$ cat config.mk
export PLATFORM = sky130hd
export DESIGN_NAME = pcimr_misc_regs
export DESIGN_NICKNAME = d
export VERILOG_FILES = /design/src/rtl/pcimr_pkg.sv /design/src/rtl/pcimr_tenure_ctr.sv /design/src/rtl/pcimr_misc_regs.sv
export SDC_FILE = /design/constraint.sdc
export NUM_CORES = 1
export LEC_CHECK = 0
export BUFFER_PORTS_ARGS = -buffer_cell sky130_fd_sc_hd__clkbuf_2
export CAP_MARGIN = 30
export CORE_UTILIZATION = 45
export DETAILED_ROUTE_END_ITERATION = 16
export GPL_ROUTABILITY_DRIVEN = 0
export MAX_ROUTING_LAYER = met4
export PLACE_DENSITY = 0.79
export SKIP_CTS_REPAIR_TIMING = 1
export SYNTH_ARGS = -nofsm -noshare
export SYNTH_HDL_FRONTEND = slang
export SYNTH_HIERARCHICAL = 1
export SYNTH_SLANG_ARGS = --single-unit
$ cat constraint.sdc
create_clock -name clk -period 3.9 [get_ports clk]
set_input_delay 0.39 -clock clk [delete_from_list [all_inputs] [get_ports clk]]
set_output_delay 0.39 -clock clk [all_outputs]
set_load 0.02 [all_outputs]
$ cat src/rtl/pcimr_pkg.sv
// pcimr_pkg: offsets, field layouts, reset values and encodings for the
// configuration header cache line, latency, header type and class code registers.
// assumes byte offsets into a 256-byte configuration space.
package pcimr_pkg;

  // configuration offsets (byte addresses)
  localparam logic [7:0] OFS_CLASS_PI   = 8'h09;
  localparam logic [7:0] OFS_CLASS_SUB  = 8'h0A;
  localparam logic [7:0] OFS_CLASS_BASE = 8'h0B;
  localparam logic [7:0] OFS_LINE_LEN   = 8'h0C;
  localparam logic [7:0] OFS_TENURE     = 8'h0D;
  localparam logic [7:0] OFS_KIND       = 8'h0E;
  localparam logic [7:0] OFS_LAYOUT_LO  = 8'h10;
  localparam logic [7:0] OFS_LAYOUT_HI  = 8'h3F;

  // boot-load offsets in nonvolatile memory
  localparam logic [7:0] NV_CLASS_PI    = 8'h49;
  localparam logic [7:0] NV_CLASS_SUB   = 8'h4A;
  localparam logic [7:0] NV_CLASS_BASE  = 8'h4B;
  localparam logic [7:0] NV_TENURE      = 8'h4D;
  localparam logic [7:0] NV_KIND        = 8'h4E;

  // reset values
  localparam logic [7:0] RST_LINE_LEN   = 8'h00;
  localparam logic [4:0] RST_TENURE_HI  = 5'h00;
  localparam logic [6:0] RST_LAYOUT     = 7'h00;
  localparam logic [7:0] RST_CLASS_BASE = 8'hFF;
  localparam logic [7:0] RST_CLASS_SUB  = 8'h00;
  localparam logic [7:0] RST_CLASS_PI   = 8'h00;

  // field layout
  localparam int TEN_RW_LSB  = 3;
  localparam int TEN_RW_MSB  = 7;
  localparam int KIND_MF_BIT = 7;
  localparam int BYTE_W      = 8;
  localparam logic [2:0] TEN_LOW_ZERO   = 3'h0;
  localparam logic       KIND_SINGLE_FN = 1'b0;

  // class encodings
  localparam logic [7:0] CLASS_LAST_DEFINED = 8'h0C;
  localparam logic [7:0] CLASS_SIMPLE_COMM  = 8'h07;
  localparam logic [7:0] SUB_SERIAL         = 8'h00;
  localparam logic [7:0] SUB_OTHER          = 8'h80;
  localparam logic [7:0] PI_NONE            = 8'h00;
  localparam logic [7:0] PI_SERIAL_MAX      = 8'h02;

  // master bus commands
  localparam logic [3:0] CMD_MEM_WRITE      = 4'h7;
  localparam logic [3:0] CMD_MEM_WRITE_INV  = 4'hF;

  typedef enum logic [1:0] {
    MS_IDLE,
    MS_TENURE,
    MS_EXPIRED,
    MS_STOPPING
  } pcimr_mst_state_t;

endpackage

$ cat src/rtl/pcimr_tenure_ctr.sv
// pcimr_tenure_ctr: down counter of guaranteed bus tenure clocks.
// assumes load and run come from logic on the same clock.
`timescale 1ns/1ps
`default_nettype none
module pcimr_tenure_ctr
  import pcimr_pkg::*;
(
  // clock and reset
  input  wire logic       clk,
  input  wire logic       rst,
  // control
  input  wire logic       load,
  input  wire logic [7:0] load_val,
  input  wire logic       run,
  // state
  output logic      [7:0] count_q,
  output logic            zero_q
);

  always_ff @(posedge clk) begin
    if (rst) begin
      count_q <= 8'h00;
    end else if (load) begin
      count_q <= load_val;
    end else if (run && count_q != 8'h00) begin
      count_q <= count_q - 8'h01;
    end
  end

  always_ff @(posedge clk) begin
    if (rst) begin
      zero_q <= 1'b1;
    end else if (load) begin
      zero_q <= (load_val == 8'h00);
    end else if (run) begin
      zero_q <= (count_q <= 8'h01);
    end
  end

endmodule
`default_nettype wire

$ cat src/rtl/pcimr_misc_regs.sv
// pcimr_misc_regs: cache line size, latency timer, header type and class
// code bytes of the configuration header, plus master tenure control.
// assumes config accesses and master engine signals on clk; gnt_n is a pin.
//
// Operation
// - cache line size byte reads zero; writes are ignored.
// - master never issues memory write and invalidate.
// - latency timer only acts while device is bus master.
// - nonzero latency value counts down per clock once frame driven.
// - before count reaches zero, grant removal does not stop transfers.
// - header bit 7 reports single function, always zero.
// - header bits 6:0 give layout of bytes 10h-3Fh, reset zero.
// - sub-class 80h with interface 00h means other function.
// - simple comm sub-class 00h uses interface 00h..02h for serial level.
// - base class resets to FFh; boot data may replace it.
`timescale 1ns/1ps
`default_nettype none
module pcimr_misc_regs
  import pcimr_pkg::*;
(
  // clock and reset
  input  wire logic        clk,
  input  wire logic        rst,
  // configuration access
  input  wire logic        cfg_rd,
  input  wire logic        cfg_wr,
  input  wire logic [7:0]  cfg_addr,
  input  wire logic [3:0]  cfg_be,
  input  wire logic [31:0] cfg_wdata,
  output logic      [31:0] cfg_rdata_q,
  output logic             cfg_rvalid_q,
  // boot-load from nonvolatile memory
  input  wire logic        boot_wr,
  input  wire logic [7:0]  boot_addr,
  input  wire logic [7:0]  boot_data,
  // master engine
  input  wire logic        mst_frame_start,
  input  wire logic        mst_active,
  input  wire logic [3:0]  mst_cmd_req,
  output logic      [3:0]  mst_cmd_q,
  output logic             mst_stop_q,
  output logic             mst_tenure_left_q,
  // arbiter pin
  input  wire logic        gnt_n,
  // class code status
  output logic             class_defined_q,
  output logic             class_other_q,
  output logic             serial_level_valid_q,
  output logic      [1:0]  serial_level_q
);

  ////////////////////////////////////////////////////////////////////////////
  // address decode

  logic       sel_class;
  logic       sel_misc;
  logic [7:0] lane_pi;
  logic [7:0] lane_ten;

  assign sel_class = (cfg_addr[7:2] == OFS_CLASS_PI[7:2]);
  assign sel_misc  = (cfg_addr[7:2] == OFS_LINE_LEN[7:2]);
  assign lane_pi   = cfg_wdata[8*OFS_CLASS_PI[1:0] +: BYTE_W];
  assign lane_ten  = cfg_wdata[8*OFS_TENURE[1:0] +: BYTE_W];

  ////////////////////////////////////////////////////////////////////////////
  // latency timer register

  logic [4:0] ten_hi_q;
  logic       ten_cfg_we;

  assign ten_cfg_we = cfg_wr && sel_misc && cfg_be[OFS_TENURE[1:0]];

  always_ff @(posedge clk) begin
    if (rst) begin
      ten_hi_q <= RST_TENURE_HI;
    end else if (ten_cfg_we) begin
      ten_hi_q <= lane_ten[TEN_RW_MSB:TEN_RW_LSB];
    end else if (boot_wr && boot_addr == NV_TENURE) begin
      ten_hi_q <= boot_data[TEN_RW_MSB:TEN_RW_LSB];
    end
  end

  logic [7:0] ten_val;

  assign ten_val = {ten_hi_q, TEN_LOW_ZERO};

  ////////////////////////////////////////////////////////////////////////////
  // header type register

  logic [6:0] layout_q;

  always_ff @(posedge clk) begin
    if (rst) begin
      layout_q <= RST_LAYOUT;
    end else if (boot_wr && boot_addr == NV_KIND) begin
      layout_q <= boot_data[KIND_MF_BIT-1:0];
    end
  end

  logic [7:0] kind_val;

  // multifunction flag stays clear whatever boot data says
  assign kind_val = {KIND_SINGLE_FN, layout_q};

  ////////////////////////////////////////////////////////////////////////////
  // class code bytes, read only from configuration

  logic [7:0] cls_base_q;
  logic [7:0] cls_sub_q;
  logic [7:0] cls_pi_q;

  always_ff @(posedge clk) begin
    if (rst) begin
      cls_base_q <= RST_CLASS_BASE;
    end else if (boot_wr && boot_addr == NV_CLASS_BASE) begin
      cls_base_q <= boot_data;
    end
  end

  always_ff @(posedge clk) begin
    if (rst) begin
      cls_sub_q <= RST_CLASS_SUB;
    end else if (boot_wr && boot_addr == NV_CLASS_SUB) begin
      cls_sub_q <= boot_data;
    end
  end

  always_ff @(posedge clk) begin
    if (rst) begin
      cls_pi_q <= RST_CLASS_PI;
    end else if (boot_wr && boot_addr == NV_CLASS_PI) begin
      cls_pi_q <= boot_data;
    end
  end

  // class decode status
  logic defined_c;

  assign defined_c = (cls_base_q <= CLASS_LAST_DEFINED);

  always_ff @(posedge clk) begin
    if (rst) begin
      class_defined_q <= 1'b0;
      class_other_q   <= 1'b0;
    end else begin
      class_defined_q <= defined_c;
      class_other_q   <= defined_c && cls_sub_q == SUB_OTHER
                         && cls_pi_q == PI_NONE;
    end
  end

  always_ff @(posedge clk) begin
    if (rst) begin
      serial_level_valid_q <= 1'b0;
      serial_level_q       <= 2'h0;
    end else begin
      serial_level_valid_q <= cls_base_q == CLASS_SIMPLE_COMM
                              && cls_sub_q == SUB_SERIAL
                              && cls_pi_q <= PI_SERIAL_MAX;
      serial_level_q       <= cls_pi_q[1:0];
    end
  end

  ////////////////////////////////////////////////////////////////////////////
  // configuration read path

  logic [31:0] rdata_c;

  always_comb begin
    rdata_c = 32'h0000_0000;
    if (sel_class) begin
      rdata_c[8*OFS_CLASS_PI[1:0]   +: BYTE_W] = cls_pi_q;
      rdata_c[8*OFS_CLASS_SUB[1:0]  +: BYTE_W] = cls_sub_q;
      rdata_c[8*OFS_CLASS_BASE[1:0] +: BYTE_W] = cls_base_q;
    end else if (sel_misc) begin
      rdata_c[8*OFS_LINE_LEN[1:0] +: BYTE_W] = RST_LINE_LEN;
      rdata_c[8*OFS_TENURE[1:0]   +: BYTE_W] = ten_val;
      rdata_c[8*OFS_KIND[1:0]     +: BYTE_W] = kind_val;
    end
  end

  always_ff @(posedge clk) begin
    if (rst) begin
      cfg_rdata_q  <= 32'h0000_0000;
      cfg_rvalid_q <= 1'b0;
    end else begin
      cfg_rvalid_q <= cfg_rd;
      if (cfg_rd) begin
        cfg_rdata_q <= rdata_c;
      end
    end
  end

  ////////////////////////////////////////////////////////////////////////////
  // grant pin synchroniser

  logic gnt_n_m_q;
  logic gnt_n_s_q;

  always_ff @(posedge clk) begin
    if (rst) begin
      gnt_n_m_q <= 1'b1;
      gnt_n_s_q <= 1'b1;
    end else begin
      gnt_n_m_q <= gnt_n;
      gnt_n_s_q <= gnt_n_m_q;
    end
  end

  ////////////////////////////////////////////////////////////////////////////
  // master command filter

  always_ff @(posedge clk) begin
    if (rst) begin
      mst_cmd_q <= CMD_MEM_WRITE;
    end else if (mst_cmd_req == CMD_MEM_WRITE_INV) begin
      mst_cmd_q <= CMD_MEM_WRITE;
    end else begin
      mst_cmd_q <= mst_cmd_req;
    end
  end

  ////////////////////////////////////////////////////////////////////////////
  // master tenure control

  pcimr_mst_state_t ms_q;
  pcimr_mst_state_t ms_d;
  logic [7:0]       ten_count;
  logic             ten_zero;
  logic             ten_load;
  logic             ten_run;

  assign ten_load = mst_frame_start;
  assign ten_run  = (ms_q == MS_TENURE) && mst_active;

  pcimr_tenure_ctr u_tenure (
    .clk      (clk),
    .rst      (rst),
    .load     (ten_load),
    .load_val (ten_val),
    .run      (ten_run),
    .count_q  (ten_count),
    .zero_q   (ten_zero)
  );

  always_comb begin
    ms_d = ms_q;
    case (ms_q)
      MS_IDLE: begin
        if (mst_frame_start) begin
          ms_d = MS_TENURE;
        end
      end
      MS_TENURE: begin
        if (!mst_active) begin
          ms_d = MS_IDLE;
        end else if (ten_zero) begin
          ms_d = MS_EXPIRED;
        end
      end
      MS_EXPIRED: begin
        if (!mst_active) begin
          ms_d = MS_IDLE;
        end else if (gnt_n_s_q) begin
          ms_d = MS_STOPPING;
        end
      end
      MS_STOPPING: begin
        if (!mst_active) begin
          ms_d = MS_IDLE;
        end
      end
      default: begin
        ms_d = MS_IDLE;
      end
    endcase
  end

  always_ff @(posedge clk) begin
    if (rst) begin
      ms_q <= MS_IDLE;
    end else begin
      ms_q <= ms_d;
    end
  end

  // stop request held until the engine drops its transaction
  always_ff @(posedge clk) begin
    if (rst) begin
      mst_stop_q <= 1'b0;
    end else begin
      mst_stop_q <= (ms_d == MS_STOPPING);
    end
  end

  // grant loss is ignored while tenure remains
  always_ff @(posedge clk) begin
    if (rst) begin
      mst_tenure_left_q <= 1'b0;
    end else begin
      mst_tenure_left_q <= (ms_d == MS_TENURE);
    end
  end

endmodule
`default_nettype wire

==> reports/qor.csv <==
stage,metric,value,unit
logic_synthesis,Commonest cells post-synth,"85 x dfxtp_1, 53 x nand4_1, 48 x a21oi_1",
worst_hold_path,Worst Hold Class,input port to flip-flop,
cts,CTS buffer count,9,
critical_path,reg2reg start,ms_q[0],
die,die height,97.4,um
grt,vias in the first global route,3565,
placed_design,pre-CTS setup slack,1640,ps
critical_path,crit path launch type,flip-flop,
detailed_routing,vias per cell,6.00,
cells_and_area,ANT cells,0,
critical_path,critical path class,flip-flop to flip-flop,
logic_synthesis,Cells after Synth,461,
cts,CTS max path bufs,2,
sta,Hold WS,210,ps
logic_synthesis,"area leader, netlist",dfxtp_1,
cts,clock-pin slew on the worst setup and hold paths,80,ps
detailed_routing,Initial DRT Pass Iterations,5,
grt,total track usage,23.0,%
sta,Worst Skew,10.2,ps
sta,Max-slew headroom,33.9,%
logic_synthesis,post-synthesis sequential area ratio,41.5,%
detailed_routing,Antenna Nets Post-Route,0,
sta,final setup violation count,0,
cells_and_area,area grow syn2layout,13.6,%
grt,initial antenna violation count,0,
sta,count of final hold-check violations,0,
die,Ports,116,
cells_and_area,Final nets,585,
grt,largest net degree at the start of global routing,53,
power,power density cells,384,nW/um^2
cts,# H-tree levels,3,
sta,Final Max Slew Viols,0,
critical_path,CP max FO,8,
critical_path,reg2reg setup slack,1890,ps
cts,Root Buffer,clkbuf_8,
logic_synthesis,Synth top area share,41.5,%
die,Core Area,8760,sq um
critical_path,Worst Setup SP,ms_q[0],
cells_and_area,fillers,827,
detailed_routing,wire length per cell,16.5,um
critical_path,Critical Path RT,4090,ps
logic_synthesis,mapped cell area,4100,sq um
cts,Clock Latency Late Sink,370,ps
die,Starting Density,46.8,%
logic_synthesis,Synth Warn #,6,
die,row count,34,
sta,final worst slack,1890,ps
power,static leakage,1.70,nW
sta,setup TNS,0,ps
die,total die area,9490,sq um
cells_and_area,Multi-input gate area,2150,sq um
worst_hold_path,Hold Crit Start,gnt_n,
cells_and_area,Sequential Area,1700,sq um
sta,period utilization,51.4,%
placed_design,IO buf count,75,
critical_path,crit path DAT,2200,ps
die,width of the die,97.4,um
logic_synthesis,"Avg Cell Area, Syn",8.89,sq um
cts,CTS tree,built,
critical_path,Critical Path Sink Type,flip-flop,
logic_synthesis,"count leader, synth",dfxtp_1,
cells_and_area,layout cells sized above 1,22.9,%
sta,worst-margin pin slew,991,ps
power,maximum VDD drop,164,uV
logic_synthesis,Post-synth EDFFs,0,
logic_synthesis,Synth async-reset ratio,0,%
logic_synthesis,register bit total from synthesis,85,
outcome,outcome,"finished, final reports clean",
cts,total clock sinks,85,
detailed_routing,drt first-iter violations,336,
sta,max frequency,498,MHz
logic_synthesis,synth top area cells,"dfxtp_1 42%, nand4_1 8.1%, a21oi_1 5.9%, o31ai_1 5.1%, nand2b_1 4.0%",
flow_run,max-cap viol count,0,
detailed_routing,via count,3736,
sta,RSZ-0062 raised after global routing,no,
detailed_routing,drt total wl,10300,um
placed_design,DP Wirelength,6960,um
grt,global route total overflow,0,
sta,final period demand of the worst path,2010,ps
logic_synthesis,synth unique cells,55,
logic_synthesis,Synth Flop Type,dfxtp_1,
grt,first-pass GRT wire length,17300,um
detailed_routing,Remaining DRCs,0,
registers in the layout, indices dropped and copies added (netlist names), 4 cells and up:
name	cells
cfg_rdata_q	24
u_tenure/count_q	8
layout_q	7
cls_pi_q	8
mst_cmd_q	4
ten_hi_q	5
cls_base_q	8
cls_sub_q	8
final timing paths:
kind | end | depth (start not counted)
setup / recovery | u_tenure/count_q[3] | 4
hold / removal | gnt_n_m_q | 2
setup reg to reg | u_tenure/count_q[3] | 4
hold reg to reg | gnt_n_s_q | 1
critical path, stage by stage (launching register included):
cell       delay (ps)
dfxtp_1           430
and3b_1           340
or3b_2            510
a2111oi_0         430
a2111oi_0         130
per-layer routing:
metal	GRT usage, %	up-vias	wire length, um
li1	-	1844	-
met1	30.6	1727	4780
met2	35.1	149	4740
met3	3.81	16	593
met4	8.37	0	168
met5	-	-	0
cell families after synthesis:
logic type / count (synthesis) / synth area share [%]
adders and majority gates: 3 / 0.916
DFF: 85 / 41.5
muxes: 13 / 3.54
buffers and inverters: 62 / 7.48
other: 1 / 0.0915
AOI/OAI and AO/OA: 125 / 20.3
and+or+nand+nor: 172 / 26.1
report_power, final:
part	switching, mW	internal (mW)	total, mW
registers	0.0123	0.881	0.893
clock network	0.331	0.384	0.714
logic	0.121	0.0578	0.179
total	0.464	1.32	1.79
cell type report:
type                            count  area share [%]
Clock buffer                       10            2.96
Inverter                            8           0.645
Sequential cell                    85            36.5
Clock inverter                      6            2.02
Multi-Input combinational cell    327            46.2
Timing Repair Buffer               79            8.70
Tap cell                          108            2.90
layout by cell type (no fill, tap or decap), types with 3 or more instances in the layout:
| cell | synthesis | routed |
|---|---|---|
| a2111oi_0 | 6 | 6 |
| a211oi_1 | 3 | 3 |
| a21oi_1 | 48 | 48 |
| a311oi_1 | 8 | 8 |
| a31oi_1 | 8 | 8 |
| and3b_1 | 3 | 3 |
| buf_4 | 10 | 4 |
| clkbuf_2 | 0 | 75 |
| clkbuf_8 | 0 | 10 |
| conb_1 | 1 | 14 |
| dfxtp_1 | 85 | 85 |
| ha_1 | 3 | 3 |
| inv_1 | 8 | 8 |
| mux2_2 | 12 | 12 |
| nand2_1 | 5 | 5 |
| nand2b_1 | 26 | 26 |
| nand3_1 | 3 | 3 |
| nand3b_1 | 3 | 3 |
| nand4_1 | 53 | 53 |
| nor2_1 | 15 | 15 |
| nor2b_1 | 10 | 10 |
| nor3_1 | 9 | 9 |
| nor3b_1 | 3 | 3 |
| nor4_1 | 19 | 18 |
| o211ai_1 | 5 | 5 |
| o21bai_1 | 9 | 9 |
| o31ai_1 | 28 | 28 |
| or2_2 | 5 | 5 |
| or4_1 | 3 | 3 |
through the flow:
stage	std cells	power (mW)	cell area (sq um)	utilization (%)
floorplan	474	1.04	4150	-
global placement	607	1.08	4430	50.5
detailed placement	607	1.09	4430	50.5
CTS	623	1.79	4660	53.1
global route	623	1.85	4660	53.1
finish	623	1.79	4660	53.1
(Power assumes the default switching activity.)
